`src/cell_prot_defs.svh`:
```
// Constants for the cell protection fault timing block
`ifndef CELL_PROT_DEFS_SVH
`define CELL_PROT_DEFS_SVH

// Clock and timer base
`define CLK_MHZ        250
`define TICK_US        1
`define DLY_W          23
`define NUM_FAULTS     5

// Fault indices in the flattened fault vector
`define FLT_OVP        4
`define FLT_UVP        3
`define FLT_OCD        2
`define FLT_SCC        1
`define FLT_OCC        0

// Overcharge delay choices, microseconds
`define OVP_DLY0_US    250000
`define OVP_DLY1_US    1000000
`define OVP_DLY2_US    1250000
`define OVP_DLY3_US    4500000
// Over-discharge delay choices, microseconds
`define UVP_DLY0_US    20000
`define UVP_DLY1_US    96000
`define UVP_DLY2_US    125000
`define UVP_DLY3_US    144000
// Discharge overcurrent delay choices, microseconds
`define OCD_DLY0_US    8000
`define OCD_DLY1_US    16000
`define OCD_DLY2_US    20000
`define OCD_DLY3_US    48000
// Charge overcurrent delay choices, microseconds
`define OCC_DLY0_US    4000
`define OCC_DLY1_US    6000
`define OCC_DLY2_US    8000
`define OCC_DLY3_US    16000
// Short-circuit delay, fixed, microseconds
`define SCC_DLY_US     250
// Recovery delay, microseconds
`define RECOVERY_US    8000

// Threshold code ranges
`define OVP_THR_MAX    15
`define OCD_THR_MAX    22

// Register byte offsets
`define REG_CTRL       8'h00
`define REG_STATUS     8'h04
`define REG_CONFIG     8'h08
`define REG_EVENT      8'h0c

// Control fields
`define CTRL_FORCE_OFF 0
`define CTRL_RESET     32'h0000_0000

// Status fields
`define ST_CHG         0
`define ST_DSG         1
`define ST_TRIP_LSB    2
`define ST_BUSY_LSB    7
`define ST_ZV_BLOCK    12

// Config fields
`define CFG_OVP_THR    0
`define CFG_OCD_THR    4
`define CFG_SCC_THR    9
`define CFG_OVP_DLY    11
`define CFG_UVP_DLY    13
`define CFG_OCD_DLY    15
`define CFG_OCC_DLY    17
`define CFG_ZV_ALLOW   19

`endif

```
`src/cell_prot_pkg.sv`:
```
// Types shared by the cell protection fault timing block
package cell_prot_pkg;

	// One flag per protected condition
	typedef struct packed {
		logic ovp;
		logic uvp;
		logic ocd;
		logic scc;
		logic occ;
	} fault_vec_t;

	// Gate drive pair toward the external FETs
	typedef struct packed {
		logic charge_fet;
		logic discharge_fet;
	} fet_drive_t;

	// Per-fault sequencing state
	typedef enum logic {
		FS_NORMAL,
		FS_TRIPPED
	} fault_state_t;

endpackage

```
`src/fault_timer.sv`:
```
// Tick-based delay timer that restarts whenever its condition drops
`timescale 1ns/10ps
`default_nettype none

module fault_timer #(
	parameter int W = 23                  // Counter width
) (
	input  wire logic         clk_in,     // System clock
	input  wire logic         arst_n_in,  // Async reset, active low
	input  wire logic         tick_in,    // Timebase enable pulse
	input  wire logic         run_in,     // Condition present
	input  wire logic [W-1:0] limit_in,   // Ticks to expiry, at least 1
	output logic              expire_out, // One-cycle expiry pulse
	output logic              busy_out    // Timer counting
);

	logic [W-1:0] cnt_r;                  // Elapsed ticks
	logic         expire_r;               // Registered expiry
	logic         hit;                    // Last tick reached

	assign hit = (({1'b0, cnt_r} + {{W{1'b0}}, 1'b1}) >= {1'b0, limit_in});

	// Count while the condition holds; drop to zero the moment it goes away
	always_ff @(posedge clk_in or negedge arst_n_in) begin
		if (!arst_n_in) begin
			cnt_r <= '0;
		end else if (!run_in || expire_r) begin
			cnt_r <= '0;
		end else if (tick_in) begin
			cnt_r <= hit ? '0 : cnt_r + {{(W-1){1'b0}}, 1'b1};
		end
	end

	// Expiry pulse, suppressed if the condition vanished
	always_ff @(posedge clk_in or negedge arst_n_in) begin
		if (!arst_n_in) begin
			expire_r  <= 1'b0;
		end else begin
			expire_r  <= run_in && tick_in && hit && !expire_r;
		end
	end

	assign expire_out = expire_r;
	assign busy_out   = run_in;
endmodule

`default_nettype wire

```
`src/cell_protection_fault_timing.sv`:
```
// Fault sequencing and FET gate drive for a single-cell protector
//
// The register offsets and register access over APB were decided locally.
`timescale 1ns/10ps
`default_nettype none
`include "cell_prot_defs.svh"

module cell_protection_fault_timing #(
	parameter int         TICK_CYCLES  = `TICK_US * `CLK_MHZ, // Clocks per timebase tick
	parameter int         DELAY_DIV    = 1,                    // Delay divisor, for short runs
	parameter logic [1:0] OVP_DLY_SEL  = 2'h0,                 // Overcharge delay choice
	parameter logic [1:0] UVP_DLY_SEL  = 2'h0,                 // Over-discharge delay choice
	parameter logic [1:0] OCD_DLY_SEL  = 2'h0,                 // Discharge overcurrent delay
	parameter logic [1:0] OCC_DLY_SEL  = 2'h0,                 // Charge overcurrent delay
	parameter logic [3:0] OVP_THR_CODE = 4'h7,                 // Overcharge threshold code
	parameter logic [4:0] OCD_THR_CODE = 5'h02,                // Discharge overcurrent code
	parameter logic [1:0] SCC_THR_CODE = 2'h0,                 // Short threshold code
	parameter logic       ZV_ALLOW     = 1'b1                  // Zero-volt charging allowed
) (
	input  wire logic                     CLK_IN,                // System clock
	input  wire logic                     ARST_N_IN,             // Async reset, active low
	input  wire cell_prot_pkg::fault_vec_t DETECT_IN,            // Fault comparators tripped
	input  wire cell_prot_pkg::fault_vec_t RELEASE_IN,           // Release comparators met
	input  wire logic                     CHARGER_ABOVE_START_IN, // Charger over start level
	input  wire logic                     CELL_BELOW_INHIBIT_IN, // Cell under inhibit level
	input  wire logic                     PSEL,                  // APB select
	input  wire logic                     PENABLE,               // APB enable
	input  wire logic                     PWRITE,                // APB direction
	input  wire logic [7:0]               PADDR,                 // APB byte address
	input  wire logic [31:0]              PWDATA,                // APB write data
	output logic      [31:0]              PRDATA,                // APB read data
	output logic                          PREADY,                // APB ready
	output logic                          PSLVERR,               // APB error
	output logic                          CHARGE_FET_DRIVE_OUT,  // Charge FET gate, high on
	output logic                          DISCHARGE_FET_DRIVE_OUT // Discharge FET gate, high on
);

	localparam int W  = `DLY_W;      // Timer width
	localparam int NF = `NUM_FAULTS; // Fault count

	// Converts a delay in microseconds to ticks, never below one
	function automatic logic [W-1:0] to_ticks(input int unsigned us);
		int unsigned t;
		t = us / `TICK_US / DELAY_DIV;
		if (t < 1) begin
			t = 1;
		end
		return t[W-1:0];
	endfunction

	// Picks one of four factory delay choices
	function automatic int unsigned pick4(input logic [1:0] sel, input int unsigned a,
		input int unsigned b, input int unsigned c, input int unsigned d);
		unique case (sel)
			2'h0: return a;
			2'h1: return b;
			2'h2: return c;
			2'h3: return d;
		endcase
	endfunction

	// Factory delays, frozen at build time
	localparam logic [W-1:0] OVP_LIM = to_ticks(pick4(OVP_DLY_SEL, `OVP_DLY0_US, `OVP_DLY1_US,
		`OVP_DLY2_US, `OVP_DLY3_US));
	localparam logic [W-1:0] UVP_LIM = to_ticks(pick4(UVP_DLY_SEL, `UVP_DLY0_US, `UVP_DLY1_US,
		`UVP_DLY2_US, `UVP_DLY3_US));
	localparam logic [W-1:0] OCD_LIM = to_ticks(pick4(OCD_DLY_SEL, `OCD_DLY0_US, `OCD_DLY1_US,
		`OCD_DLY2_US, `OCD_DLY3_US));
	localparam logic [W-1:0] OCC_LIM = to_ticks(pick4(OCC_DLY_SEL, `OCC_DLY0_US, `OCC_DLY1_US,
		`OCC_DLY2_US, `OCC_DLY3_US));
	localparam logic [W-1:0] SCC_LIM = to_ticks(`SCC_DLY_US);
	localparam logic [W-1:0] REC_LIM = to_ticks(`RECOVERY_US);
	localparam int           TICK_W  = $clog2(TICK_CYCLES + 1);

	// Timebase
	logic [TICK_W-1:0] tick_cnt_r;  // Clocks within the tick
	logic              tick;        // One-cycle tick enable

	// Fault sequencing
	logic [NF-1:0]     det_v;       // Flattened detect inputs
	logic [NF-1:0]     rel_v;       // Flattened release inputs
	logic [W-1:0]      det_lim [NF]; // Detection delay per fault
	logic [NF-1:0]     run;         // Timer condition per fault
	logic [NF-1:0]     expire;      // Timer expiry pulses
	logic [NF-1:0]     busy;        // Timers counting
	logic [NF-1:0]     tripped;     // Fault latched
	cell_prot_pkg::fault_state_t st_r [NF]; // Per-fault state
	logic              zv_block;    // Zero-volt charge blocked

	// Gate drive
	cell_prot_pkg::fet_drive_t fet_r;   // Registered drive pair
	cell_prot_pkg::fet_drive_t fet_nxt; // Next drive pair

	// Register file
	logic [31:0]       ctrl_r;      // Control word
	logic [NF-1:0]     event_r;     // Sticky trip events
	logic [NF-1:0]     event_nxt;   // Next sticky events
	logic [NF-1:0]     tripped_d_r; // Trip flags, one cycle ago
	logic [31:0]       prdata_r;    // Registered read data
	logic [31:0]       rd_mux;      // Read data selected
	logic [31:0]       status_w;    // Status word
	logic [31:0]       config_w;    // Config word
	logic              rd_hit;      // Address maps a register
	logic              wr_acc;      // Write access phase
	logic              setup_rd;    // Read setup phase

	// Tick divider standing in for the internal oscillator
	always_ff @(posedge CLK_IN or negedge ARST_N_IN) begin
		if (!ARST_N_IN) begin
			tick_cnt_r <= '0;
		end else if (tick) begin
			tick_cnt_r <= '0;
		end else begin
			tick_cnt_r <= tick_cnt_r + TICK_W'(1); // Cast keeps a one-bit counter legal
		end
	end

	assign tick = (tick_cnt_r == TICK_W'(TICK_CYCLES - 1));

	assign det_v = DETECT_IN;
	assign rel_v = RELEASE_IN;

	// Detection delays by fault
	always_comb begin
		det_lim[`FLT_OVP] = OVP_LIM;
		det_lim[`FLT_UVP] = UVP_LIM;
		det_lim[`FLT_OCD] = OCD_LIM;
		det_lim[`FLT_SCC] = SCC_LIM;
		det_lim[`FLT_OCC] = OCC_LIM;
	end

	// One timer and state per fault; the same timer serves detection and recovery
	genvar gi;
	generate
		for (gi = 0; gi < NF; gi++) begin : g_fault
			// Normal: watch detect input; tripped: watch release input
			assign run[gi] = (st_r[gi] == cell_prot_pkg::FS_NORMAL) ? det_v[gi] : rel_v[gi];

			fault_timer #(
				.W (W)
			) u_timer (
				.clk_in     (CLK_IN),
				.arst_n_in  (ARST_N_IN),
				.tick_in    (tick),
				.run_in     (run[gi]),
				.limit_in   ((st_r[gi] == cell_prot_pkg::FS_NORMAL) ? det_lim[gi] : REC_LIM),
				.expire_out (expire[gi]),
				.busy_out   (busy[gi])
			);

			// State changes only on expiry of the running timer
			always_ff @(posedge CLK_IN or negedge ARST_N_IN) begin
				if (!ARST_N_IN) begin
					st_r[gi] <= cell_prot_pkg::FS_NORMAL;
				end else if (expire[gi]) begin
					unique case (st_r[gi])
						cell_prot_pkg::FS_NORMAL:  st_r[gi] <= cell_prot_pkg::FS_TRIPPED;
						cell_prot_pkg::FS_TRIPPED: st_r[gi] <= cell_prot_pkg::FS_NORMAL;
					endcase
				end
			end

			assign tripped[gi] = (st_r[gi] == cell_prot_pkg::FS_TRIPPED);

		end
	endgenerate

	// A depleted cell may charge only from a strong enough charger
	always_comb begin
		if (ZV_ALLOW) begin
			zv_block = CELL_BELOW_INHIBIT_IN && !CHARGER_ABOVE_START_IN;
		end else begin
			zv_block = CELL_BELOW_INHIBIT_IN;
		end
	end

	// Gate drive: high turns the FET on, any latched fault on its path turns it off
	always_comb begin
		fet_nxt.charge_fet = !(tripped[`FLT_OVP] || tripped[`FLT_OCC] || zv_block ||
			ctrl_r[`CTRL_FORCE_OFF]);
		fet_nxt.discharge_fet = !(tripped[`FLT_UVP] || tripped[`FLT_OCD] || tripped[`FLT_SCC] ||
			ctrl_r[`CTRL_FORCE_OFF]);
	end

	// Registered drive; both off during reset, the safe state for the pack
	always_ff @(posedge CLK_IN or negedge ARST_N_IN) begin
		if (!ARST_N_IN) begin
			fet_r <= '0;
		end else begin
			fet_r <= fet_nxt;
		end
	end

	assign CHARGE_FET_DRIVE_OUT    = fet_r.charge_fet;
	assign DISCHARGE_FET_DRIVE_OUT = fet_r.discharge_fet;

	// Factory selections, read back only; nothing at run time alters them
	always_comb begin
		config_w = '0;
		config_w[`CFG_OVP_THR +: 4] = OVP_THR_CODE;
		config_w[`CFG_OCD_THR +: 5] = OCD_THR_CODE;
		config_w[`CFG_SCC_THR +: 2] = SCC_THR_CODE;
		config_w[`CFG_OVP_DLY +: 2] = OVP_DLY_SEL;
		config_w[`CFG_UVP_DLY +: 2] = UVP_DLY_SEL;
		config_w[`CFG_OCD_DLY +: 2] = OCD_DLY_SEL;
		config_w[`CFG_OCC_DLY +: 2] = OCC_DLY_SEL;
		config_w[`CFG_ZV_ALLOW]     = ZV_ALLOW;
	end

	// Live status word
	always_comb begin
		status_w = '0;
		status_w[`ST_CHG]              = fet_r.charge_fet;
		status_w[`ST_DSG]              = fet_r.discharge_fet;
		status_w[`ST_TRIP_LSB +: NF]   = tripped;
		status_w[`ST_BUSY_LSB +: NF]   = busy;
		status_w[`ST_ZV_BLOCK]         = zv_block;
	end

	// APB decode; no wait states, so the access phase always completes
	assign PREADY   = 1'b1;
	assign wr_acc   = PSEL && PENABLE && PWRITE;
	assign setup_rd = PSEL && !PENABLE && !PWRITE;
	assign rd_hit   = (PADDR == `REG_CTRL) || (PADDR == `REG_STATUS) ||
		(PADDR == `REG_CONFIG) || (PADDR == `REG_EVENT);
	assign PSLVERR  = PSEL && PENABLE && !rd_hit;

	// Read mux; unmapped addresses read zero
	always_comb begin
		unique case (PADDR)
			`REG_CTRL:   rd_mux = ctrl_r;
			`REG_STATUS: rd_mux = status_w;
			`REG_CONFIG: rd_mux = config_w;
			`REG_EVENT:  rd_mux = {{(32-NF){1'b0}}, event_r};
			default:     rd_mux = '0;
		endcase
	end

	// Read data captured in the setup cycle, held through the access phase
	always_ff @(posedge CLK_IN or negedge ARST_N_IN) begin
		if (!ARST_N_IN) begin
			prdata_r <= '0;
		end else if (setup_rd) begin
			prdata_r <= rd_mux;
		end
	end

	assign PRDATA = prdata_r;

	// Control register, only the force-off bit is implemented
	always_ff @(posedge CLK_IN or negedge ARST_N_IN) begin
		if (!ARST_N_IN) begin
			ctrl_r <= `CTRL_RESET;
		end else if (wr_acc && (PADDR == `REG_CTRL)) begin
			ctrl_r <= {31'h0000_0000, PWDATA[`CTRL_FORCE_OFF]};
		end
	end

	// Sticky trip events, write one to clear; a new trip beats the clear
	always_comb begin
		event_nxt = event_r;
		if (wr_acc && (PADDR == `REG_EVENT)) begin
			event_nxt = event_r & ~PWDATA[NF-1:0];
		end
		event_nxt = event_nxt | (tripped & ~tripped_d_r);
	end

	always_ff @(posedge CLK_IN or negedge ARST_N_IN) begin
		if (!ARST_N_IN) begin
			event_r     <= '0;
			tripped_d_r <= '0;
		end else begin
			event_r     <= event_nxt;
			tripped_d_r <= tripped;
		end
	end
endmodule

`default_nettype wire

```
`config.mk`:
```
export PLATFORM = sky130hd
export DESIGN_NAME = cell_protection_fault_timing
export DESIGN_NICKNAME = d
export VERILOG_FILES = /design/src/cell_prot_pkg.sv /design/src/fault_timer.sv /design/src/cell_protection_fault_timing.sv
export VERILOG_INCLUDE_DIRS = /design/src
export SDC_FILE = /design/constraint.sdc
export NUM_CORES = 1
export LEC_CHECK = 0
export ABC_AREA = 1
export BUFFER_PORTS_ARGS = -buffer_cell sky130_fd_sc_hd__buf_4
export CORE_ASPECT_RATIO = 0.7
export CORE_MARGIN = 4
export CORE_UTILIZATION = 45
export DETAILED_ROUTE_END_ITERATION = 8
export PLACE_DENSITY = 0.65
export SETUP_SLACK_MARGIN = 0.15
export SLEW_MARGIN = 30
export SYNTH_ARGS = -nofsm -noshare
export SYNTH_HDL_FRONTEND = slang
export SYNTH_SLANG_ARGS = --single-unit
```
`constraint.sdc`:
```
create_clock -name CLK_IN -period 2.29 [get_ports CLK_IN]
set_input_delay 0.229 -clock CLK_IN [delete_from_list [all_inputs] [get_ports CLK_IN]]
set_output_delay 0.229 -clock CLK_IN [all_outputs]
set_load 0.05 [all_outputs]
```
== Word-level counts from Yosys, hierarchy flattened ==
Index checks and enable logic that the tools add are counted.
Word-level totals
  bits in registers: 178
  input bits: 57
  output and inout bits: 36
  logic and storage cells: 143
Operators by class
  $add $sub $neg: 11
  magnitude comparators: 5
  eq/ne operators: 4
  mux-type cells: 32
  bitwise gates (word level): 10
  reductions and logical operators: 59
Operators with widths (count)
  23-bit two-way mux: 15
  23-bit by 1-bit adder with 24-bit output (second input constant): 5
  23-bit by 1-bit adder with 23-bit output (second input constant): 5
  20-bit one-hot mux with 4 select lines: 1
  24-bit by 13-bit greater-or-equal comparator with 1-bit output: 2
  13-bit two-way mux: 2
  24-bit by 13-bit greater-or-equal comparator with 1-bit output (second input constant): 1
  24-bit by 15-bit greater-or-equal comparator with 1-bit output: 1
  24-bit by 18-bit greater-or-equal comparator with 1-bit output: 1
  1-bit logical AND: 23
  18-bit two-way mux: 1
  8-bit by 4-bit equality test with 1-bit output (second input constant): 2
  1-bit zero test: 16
  15-bit two-way mux: 1
  1-bit logical OR: 14
  5-bit AND: 2
  5-bit NOT: 2
  1-bit one-hot mux with 2 select lines: 5
  2-bit nonzero test: 5
  8-bit by 1-bit adder with 8-bit output (second input constant): 1
  8-bit by 3-bit equality test with 1-bit output (second input constant): 1
  8-bit equality test (second input constant): 1
  8-bit zero test: 1
  8-bit two-way mux: 1
  other kinds (4): 12

== Depth between registers and ports, before layout ==
Gate-level depths: netlist (run 1).
  word-level depth: 6
  depth in mapped cells: 19
  mapped depth without buffers: 18

== By module ==
Synthesis (run 1) repeated with hierarchy kept, for this count alone.
Second synthesis, totals
  cell total of the unflattened synthesis: 2319
  area, all modules: 15329.7 um2
Modules (own cells, without submodules)
  fault_timer at g_fault[1].u_timer ...: times used 3, cells an instance 414, area an instance 2655.0 um2, sequential area each 600.6 um2
  fault_timer at g_fault[0].u_timer ...: times used 2, cells an instance 422, area an instance 2691.3 um2, sequential area each 600.6 um2
  cell_protection_fault_timing: times used 1, cells an instance 233, area an instance 1981.9 um2, sequential area each 1001.0 um2

== Worst setup path before layout (run 1) ==
Ideal clock, no wire load.
  path type: reg2reg
  start point: register g_fault[0].u_timer.cnt_r[4]
  end point: register g_fault[0].u_timer.cnt_r[10]
  library setup time: 0.118 ns
  data arrival time: 2.304 ns
  data required time: 2.172 ns
  path slack: -0.132 ns
  stages on the path, launching flop included: 19
  path buffers: 1
  clock period less this slack: 2.422 ns
  path through: dfrtp_1 > nand2_1 > nor2_1 > nand2_1 > nor2_1 > inv_1 > o21ai_0 > inv_1 > ha_1 > nand2_1 > nor3b_1 > nand3_1 > a21oi_1 > nand3_1 > nand2_1 > nor2_4 > buf_6 > nand3_1 > nand2_1
On the way
  word-level cells in the longest chain between the ends: 5
  elaborated cells between the ends (all ways): 6
  those cells by class: 2 x add/sub; 1 x order compare; 3 x mux
RTL lines
  start: declaration: line fault_timer.sv:17  | logic [W-1:0] cnt_r;
  start signal: assignment: line fault_timer.sv:30  | cnt_r <= hit ? '0 : cnt_r + {{(W-1){1'b0}}, 1'b1};
  23-bit by 1-bit adder with 24-bit output: line fault_timer.sv:21  | assign hit = (({1'b0, cnt_r} + {{W{1'b0}}, 1'b1}) >= {1'b0, limit_in});
  24-bit by 13-bit greater-or-equal comparator with 1-bit output: line fault_timer.sv:21
  23-bit two-way mux (*): line fault_timer.sv:30
  23-bit two-way mux (*): line fault_timer.sv:29  | end else if (tick_in) begin
  23-bit two-way mux (*): line fault_timer.sv:27  | end else if (!run_in || expire_r) begin
Mark *: on every way between the ends. The rest lies on a longest branch, timed or not. The select of a mux whose other input is x is not followed.
A chain may end at the register's enable or synchronous reset.

== Worst setup path after layout (run 1) ==
  start point: register g_fault[0].u_timer.cnt_r[1]
  end point: register g_fault[0].u_timer.cnt_r[2]
The elaborated chain is that of the path after synthesis.

==> results.toml, run 1 <==
[outcome]
status = "finished with violations"
failed_checks = "setup timing"

[cts]
ctsHtreeMaxLevel = 4
ctsLongestPathBuffers = 2
cts_root_buffer = "sky130_fd_sc_hd__clkbuf_16"
cts_tree = "built"
clk_pin_slew_ns = 0.07
clock_latency_on_the_worst_skew_pair_ns = 0.44
cts_buffers = 17
clock-sinks = 160

[worst_setup_path]
crit_path_start_kind = "register"
worst_path_required_time_ns = 2.67
cell_count_of_the_worst_reg_to_reg_path = 18
critical_path.startpoint = "g_fault[0].u_timer.cnt_r[1]"
cell_chain_critical_path = "ha_2, nand2_4, nor2_4, buf_4, nand3_2, inv_2, nand2_1, xor2_2, inv_1, ha_1, nand3_2, a21oi_2, nand3_1, nand2_2, nor2_4, clkbuf_16, nand3_1, nand2_1"
critical_path_class = "register to register"
crit-reg2reg-launch = "g_fault[0].u_timer.cnt_r[1]"
biggest_fanout_along_the_worst_timing_path = 7
cell_at_the_slowest_stage_of_the_critical_path = "sky130_fd_sc_hd__dfrtp_1"
reg2reg_slack_ns = -0.28
crit_arrival_ns = 2.95
timing.critical_path.to_type = "register"
critical_path.max_stage_delay_ns = 0.40
endpoint_of_the_worst_register_to_register_path = "g_fault[0].u_timer.cnt_r[2]"

[synthesis]
synth_flop_cell = "sky130_fd_sc_hd__dfrtp_1"
netlist-cell-type-count = 43
post-synth-top-area-fraction_pct = 37.3
asyncSetResetFlopFracSynth_pct = 100
synth_seq_cells = 160
count_of_flip_flops_with_a_built_in_enable_after_synthesis = 0
synth_area_um2 = 10700
synth_top_cells_by_area = "sky130_fd_sc_hd__dfrtp_1, sky130_fd_sc_hd__nand2_1, sky130_fd_sc_hd__nor2_1"
syn_inst = 1581
top_cells_by_count_synth = "sky130_fd_sc_hd__nand2_1, sky130_fd_sc_hd__nor2_1, sky130_fd_sc_hd__inv_1"
syn-mean-instance-area_um2 = 6.80
netlist.top_cell.by_area = "sky130_fd_sc_hd__dfrtp_1"
yosys.cell_count.top_type = "sky130_fd_sc_hd__nand2_1"
seq_area_frac_synth_pct = 37.3
yosysWarningCount = 0

[pwr]
seq_power_share_pct = 47.3
finalPower_mw = 5.98
switching_share_pct = 25.6
clock_power_share_pct = 48.1
power_frac_comb_pct = 4.6
switchingPower_mw = 1.53
power.density_nw_per_um2 = 405
power.ir.vdd_worst_v = 0.000552
leakage_nw = 7.15
power.internal_mw = 4.45

[timing]
fmax_mhz = 389
finalHoldViolCount = 0
timing.clock.skew_ns = 0.0118
tightestPinTransition_ns = 0.852
finalMaxSlewViolations = 0
timing.final.crit_period_ns = 2.57
post-route-worst-setup-slack_ns = -0.279
fin_crit_sh_pct = 112
max_slew_margin_pct = 43.2
holdWs_ns = 0.0760
grt_setup_unrepaired = "yes"
total_setup_violations_reported_at_the_end_of_the_flow = 62

[finish]
fillers = 1977
final_instance_count_without_filler_cells = 2170
post-route-cell-area_um2 = 14800
drive_above_1_share_pct = 28.5
area_growth_pct = 37.3
n_antenna_cell = 0
sequential_cell_area_um2 = 4010
multi_input_comb_area_um2 = 6670
nets = 1933

[hold_path]
min-delay-start = "PWDATA[0]"
holdPathEnd = "ctrl_r[0]"
min_path_type = "input pin to register"
min_delay_path_depth = 3

[route]
wirelength_mm = 30.9
number_of_nets_with_antenna_violations_after_routing = 0
route.detailed.wl_per_inst_um = 14.2
detailroute.via_count = 10900
drc_errors = 0
drt_pre_antenna_iters = 6
initialDrtViolationCount = 641
detail_route.vias_per_cell = 5.04

[global_routing]
grt_usage_pct = 22.6
grt_overflow = 0
grt_first_pass_wirelength_mm = 48.7
grt_pass1_vias = 9952
antenna_violations_before_repair = 0
grt_max_degree = 52

[placement]
finalWeightedCongestion = 0.932
port-buffer-count = 46
dp_cells = 2062
placement.setup.worst_slack_ns = -0.236
detailedPlacementHpwl_mm = 20.6
placedInstanceArea_um2 = 12600

[die]
die_h_um = 137
core_region_area_um2 = 23600
die_w_um = 193
die_area_um2 = 26500
floorplan.initialDensity_pct = 45.6
io_pins = 93
rows = 47

[flow_run]
cap_violations = 0
-- cell type report --
class / count / share of cell area [%]
Inverter: 198 / 5.07
Tap cell: 318 / 2.70
Multi-Input combinational cell: 1193 / 45.2
Sequential cell: 160 / 27.2
Clock buffer: 18 / 2.98
Timing Repair Buffer: 269 / 15.9
Clock inverter: 14 / 0.966
-- sequential cells by signal, summed over array words and instances, names as in the netlist --
name	flops
ctrl_r	1
CHARGE_FET_DRIVE_OUT	1
tripped_d_r	5
PRDATA	14
DISCHARGE_FET_DRIVE_OUT	1
g_fault.u_timer.cnt_r	115
st_r	5
event_r	5
g_fault.u_timer.expire_out	5
tick_cnt_r	8
-- cell families after synthesis --
family / synth area share, %
flops: 37.3
fa+ha+maj: 4.31
mux: 0.675
other cells: 0.0699
compound gates: 4.13
buf+inv: 9.79
simple gates: 40.2
xor+xnor: 3.59
-- per-layer routing --
| layer | global-route usage (%) | share of wire, % |
|---|---|---|
| met3 | 3.60 | 5.6 |
| met4 | 5.30 | 1.6 |
| met1 | 34.0 | 48 |
| met5 | 0 | 0 |
| met2 | 34.3 | 45 |
-- power by group through the flow --
| stage | Sequential (mW) | Clock [mW] | Combinational (mW) |
|---|---|---|---|
| 6_report | 2.83 | 2.88 | 0.275 |
| 4_1_cts | 2.83 | 2.94 | 0.279 |
| 2_1_floorplan | 2.90 | 0 | 0.150 |
| 3_5_place_dp | 2.89 | 0 | 0.277 |
| 3_3_place_gp | 2.89 | 0 | 0.274 |
| 5_1_grt | 2.83 | 3.06 | 0.303 |
-- metrics by stage --
stage	utilization [%]	setup TNS (ns)
after detailed placement	53.6	-10.39
after CTS	59.3	-7.17
after global placement	53.6	-8.62
final	62.6	-10.55
after floorplan	-	-0.318
after global routing	62.6	-19.94
-- worst max path at each step --
stage | slack [ns] | endpoint | depth (start not counted)
2_1_floorplan | -0.02 | g_fault[0].u_timer.cnt_r[10] | 18
3_3_place_gp | -0.25 | g_fault[4].u_timer.cnt_r[12] | 15
3_5_place_dp | -0.24 | g_fault[4].u_timer.cnt_r[13] | 16
4_1_cts | -0.19 | g_fault[0].u_timer.cnt_r[0] | 18
5_1_grt | -0.47 | g_fault[0].u_timer.cnt_r[0] | 18
6_report | -0.28 | g_fault[0].u_timer.cnt_r[2] | 18
-- critical path: cells and delay by family (launching register included) --
family          cells  cell delay [ns]
compound gates      1             0.04
xor+xnor            1             0.15
buf+inv             4             0.47
fa+ha+maj           2             0.51
flops               1             0.40
simple gates       10             0.96
-- cell usage in the layout, fill, tap and decap left out, types with 18 or more instances in the layout --
| master | n |
|---|---|
| sky130_fd_sc_hd__nor2_4 | 24 |
| sky130_fd_sc_hd__inv_1 | 180 |
| sky130_fd_sc_hd__nor2_1 | 238 |
| sky130_fd_sc_hd__nand3_1 | 76 |
| sky130_fd_sc_hd__clkbuf_16 | 22 |
| sky130_fd_sc_hd__o21ai_0 | 29 |
| sky130_fd_sc_hd__nor3_1 | 18 |
| sky130_fd_sc_hd__conb_1 | 19 |
| sky130_fd_sc_hd__nand2_1 | 467 |
| sky130_fd_sc_hd__dfrtp_1 | 153 |
| sky130_fd_sc_hd__xor2_1 | 25 |
| sky130_fd_sc_hd__nand3_2 | 56 |
| sky130_fd_sc_hd__nor2_2 | 22 |
| sky130_fd_sc_hd__buf_4 | 230 |
| sky130_fd_sc_hd__nand4_1 | 34 |
| sky130_fd_sc_hd__ha_1 | 23 |
| sky130_fd_sc_hd__nand2_2 | 36 |
| sky130_fd_sc_hd__buf_6 | 21 |
-- timing repair --
item                                    4_1_cts  5_1_grt
endpoints found under the setup margin       63       77
hold buffers                                  1        0
endpoints found under the hold margin        46        0
pin swaps                                    53       79
resized for setup                            83      114
setup buffers                                42       25
gates cloned                                  3        5
No activity file was read; power rests on OpenSTA's default activity.
==> inputs of run 2 (changes only) <==
--- a/config.mk
+++ b/config.mk
@@ -12,7 +12,7 @@
 export CORE_MARGIN = 4
 export CORE_UTILIZATION = 45
 export DETAILED_ROUTE_END_ITERATION = 8
-export PLACE_DENSITY = 0.65
+export PLACE_DENSITY = 0.63
 export SETUP_SLACK_MARGIN = 0.15
 export SLEW_MARGIN = 30
 export SYNTH_ARGS = -nofsm -noshare
==> constraint.sdc (replaced) <==
create_clock -name CLK_IN -period 2.9 [get_ports CLK_IN]
set_input_delay 0.29 -clock CLK_IN [delete_from_list [all_inputs] [get_ports CLK_IN]]
set_output_delay 0.29 -clock CLK_IN [all_outputs]
set_load 0.05 [all_outputs]
==> results.toml, run 2 (same netlist as run 1, synthesis figures left out) <==
[worst_setup_path]
worstPathBufferInverterCount = 2
critical_path_class = "register to register"
cell_at_the_slowest_stage_of_the_critical_path = "sky130_fd_sc_hd__dfrtp_1"
worst_path_required_time_ns = 3.27
cell_chain_critical_path = "ha_1, nand2_1, nor2_2, nand3_4, or2_2, xor2_1, inv_1, ha_1, nand3b_1, nor2_2, buf_12, nand3_1, nand2_1"
biggest_fanout_along_the_worst_timing_path = 14
crit_path_start_kind = "register"
critical_path.max_stage_delay_ns = 0.41
critPathTopFamily = "simple AND/OR/NAND/NOR gates"
timing.critical_path.to_type = "register"
crit_arrival_ns = 2.95

[hold_path]
min_path_type = "input pin to register"

[die]
die_w_um = 193
core_region_area_um2 = 23600
die_area_um2 = 26500
rows = 47
io_pins = 93
floorplan.initialDensity_pct = 45.6
die_h_um = 137

[finish]
area_growth_pct = 16.5
final_cell_mix = "sky130_fd_sc_hd__nand2_1, sky130_fd_sc_hd__nor2_1, sky130_fd_sc_hd__inv_1, sky130_fd_sc_hd__dfrtp_1, sky130_fd_sc_hd__nand3_1"
nets = 1762
max_ffs_per_register = 115
n_antenna_cell = 0
most_common_cell_after_layout_fill_and_taps_aside = "sky130_fd_sc_hd__nand2_1"
final_instance_count_without_filler_cells = 1998
drive_above_1_share_pct = 12.5
max_flop_register = "g_fault.u_timer.cnt_r"

[route]
detail_route.vias_per_cell = 5.00
initialDrtViolationCount = 759
detailroute.via_count = 9993
number_of_nets_with_antenna_violations_after_routing = 0
route.detailed.wl_per_inst_um = 13.6
drc_errors = 0
wirelength_mm = 27.2
drt_pre_antenna_iters = 5

[flow_run]
cap_violations = 0

[cts]
cts_buffers = 17
clock_latency_on_the_worst_skew_pair_ns = 0.43
cts_tree = "built"
cts_root_buffer = "sky130_fd_sc_hd__clkbuf_16"
ctsHtreeMaxLevel = 4
ctsLongestPathBuffers = 2
clk_pin_slew_ns = 0.07
clock-sinks = 160

[timing]
fin_crit_sh_pct = 89.0
max_slew_margin_pct = 48.6
timing.final.crit_period_ns = 2.58
setup_tns_ns = 0
finalMaxSlewViolations = 0
holdWs_ns = 0.152
fmax_mhz = 388
total_setup_violations_reported_at_the_end_of_the_flow = 0
finalHoldViolCount = 0
grt_setup_unrepaired = "yes"
post-route-worst-setup-slack_ns = 0.320
tightestPinTransition_ns = 0.768
timing.clock.skew_ns = 0.00999

[global_routing]
grt_max_degree = 66
antenna_violations_before_repair = 0
grt_usage_pct = 20.8
grt_first_pass_wirelength_mm = 44.6
grt_overflow = 0
grt_pass1_vias = 9134

[pwr]
leakage_nw = 6.15
power.ir.vdd_worst_v = 0.000398
finalPower_mw = 4.77
power.density_nw_per_um2 = 381

[placement]
placement.setup.worst_slack_ns = 0.183
finalWeightedCongestion = 0.916
dp_cells = 1946
detailedPlacementHpwl_mm = 19.9
port-buffer-count = 46

[outcome]
status = "finished clean"
run 2: changes by cell type in the layout (fill, tap and decap cells not counted), moves of 10 or more:
cell,previous run,this run
sky130_fd_sc_hd__nand2_2,36,6
sky130_fd_sc_hd__ha_1,23,36
sky130_fd_sc_hd__nand2_1,467,502
sky130_fd_sc_hd__inv_2,15,5
sky130_fd_sc_hd__nand3_2,56,9
sky130_fd_sc_hd__inv_1,180,192
sky130_fd_sc_hd__ha_4,12,0
sky130_fd_sc_hd__nand3_1,76,125
sky130_fd_sc_hd__nor2_1,238,259
sky130_fd_sc_hd__nor2_4,24,8
sky130_fd_sc_hd__buf_6,21,1
sky130_fd_sc_hd__buf_4,230,85
run 2: timing repair:
action,CTS,global route
endpoints found under the hold margin,61,0
setup buffers,0,20
gates resized for setup,0,42
pin swaps,1,7
setup endpoints to repair,1,63
hold buffers,1,0
run 2: cell type report:
class / count / area (µm²)
well taps: 318 / 398
flip-flops and latches: 160 / 4020
repair buffers: 98 / 880
fillers: 2304 / 11100
inverters: 198 / 743
clock buffers: 18 / 429
clock inverters: 13 / 164
multi-input cells: 1193 / 5890
run 2: worst paths after layout:
path                                        startpoint                      endpoint  slack [ns]  depth (start not counted)
hold / removal                               PWDATA[0]                     ctrl_r[0]        0.15                          3
max in group asynchronous                    ARST_N_IN   g_fault[1].u_timer.cnt_r[5]        1.76                          3
hold reg to reg                         tripped_d_r[2]                    event_r[2]        0.42                          1
min in group asynchronous                    ARST_N_IN  g_fault[3].u_timer.cnt_r[20]        0.43                          2
setup reg to reg           g_fault[1].u_timer.cnt_r[1]   g_fault[1].u_timer.cnt_r[2]        0.32                         13
setup / recovery           g_fault[1].u_timer.cnt_r[1]   g_fault[1].u_timer.cnt_r[2]        0.32                         13
run 2: per-stage QoR:
stage | util, % | instance area [µm²]
CTS | 51.7 | 12200
global placement | 49.1 | 11600
global route | 53.1 | 12500
detailed placement | 49.1 | 11600
finish | 53.1 | 12500
floorplan | - | 10800
run 2: report_power, final:
part	internal (mW)	switching (mW)	leakage (nW)	total, mW
sequential	2.23	0.00278	2.17	2.24
combinational	0.0486	0.165	3.69	0.214
clock	1.35	0.967	0.287	2.32
total	3.64	1.13	6.15	4.77
run 2: worst reg2reg max path, cell delays in order, from the launching register on:
cell and delay (ns):
sky130_fd_sc_hd__dfrtp_1 0.41, sky130_fd_sc_hd__ha_1 0.19, sky130_fd_sc_hd__nand2_1 0.08, sky130_fd_sc_hd__nor2_2 0.25, sky130_fd_sc_hd__nand3_4 0.17, sky130_fd_sc_hd__or2_2 0.32
sky130_fd_sc_hd__xor2_1 0.20, sky130_fd_sc_hd__inv_1 0.07, sky130_fd_sc_hd__ha_1 0.19, sky130_fd_sc_hd__nand3b_1 0.17, sky130_fd_sc_hd__nor2_2 0.16, sky130_fd_sc_hd__buf_12 0.16
sky130_fd_sc_hd__nand3_1 0.08, sky130_fd_sc_hd__nand2_1 0.06
run 2: metal layers:
| layer | vias up | GRT usage (%) | share of wire [%] |
|---|---|---|---|
| met3 | 32 | 3.32 | 4.7 |
| met5 | - | 0 | 0 |
| met2 | 237 | 32.1 | 43 |
| met1 | 4641 | 30.6 | 50 |
| met4 | 0 | 4.95 | 1.6 |
| li1 | 5083 | - | - |
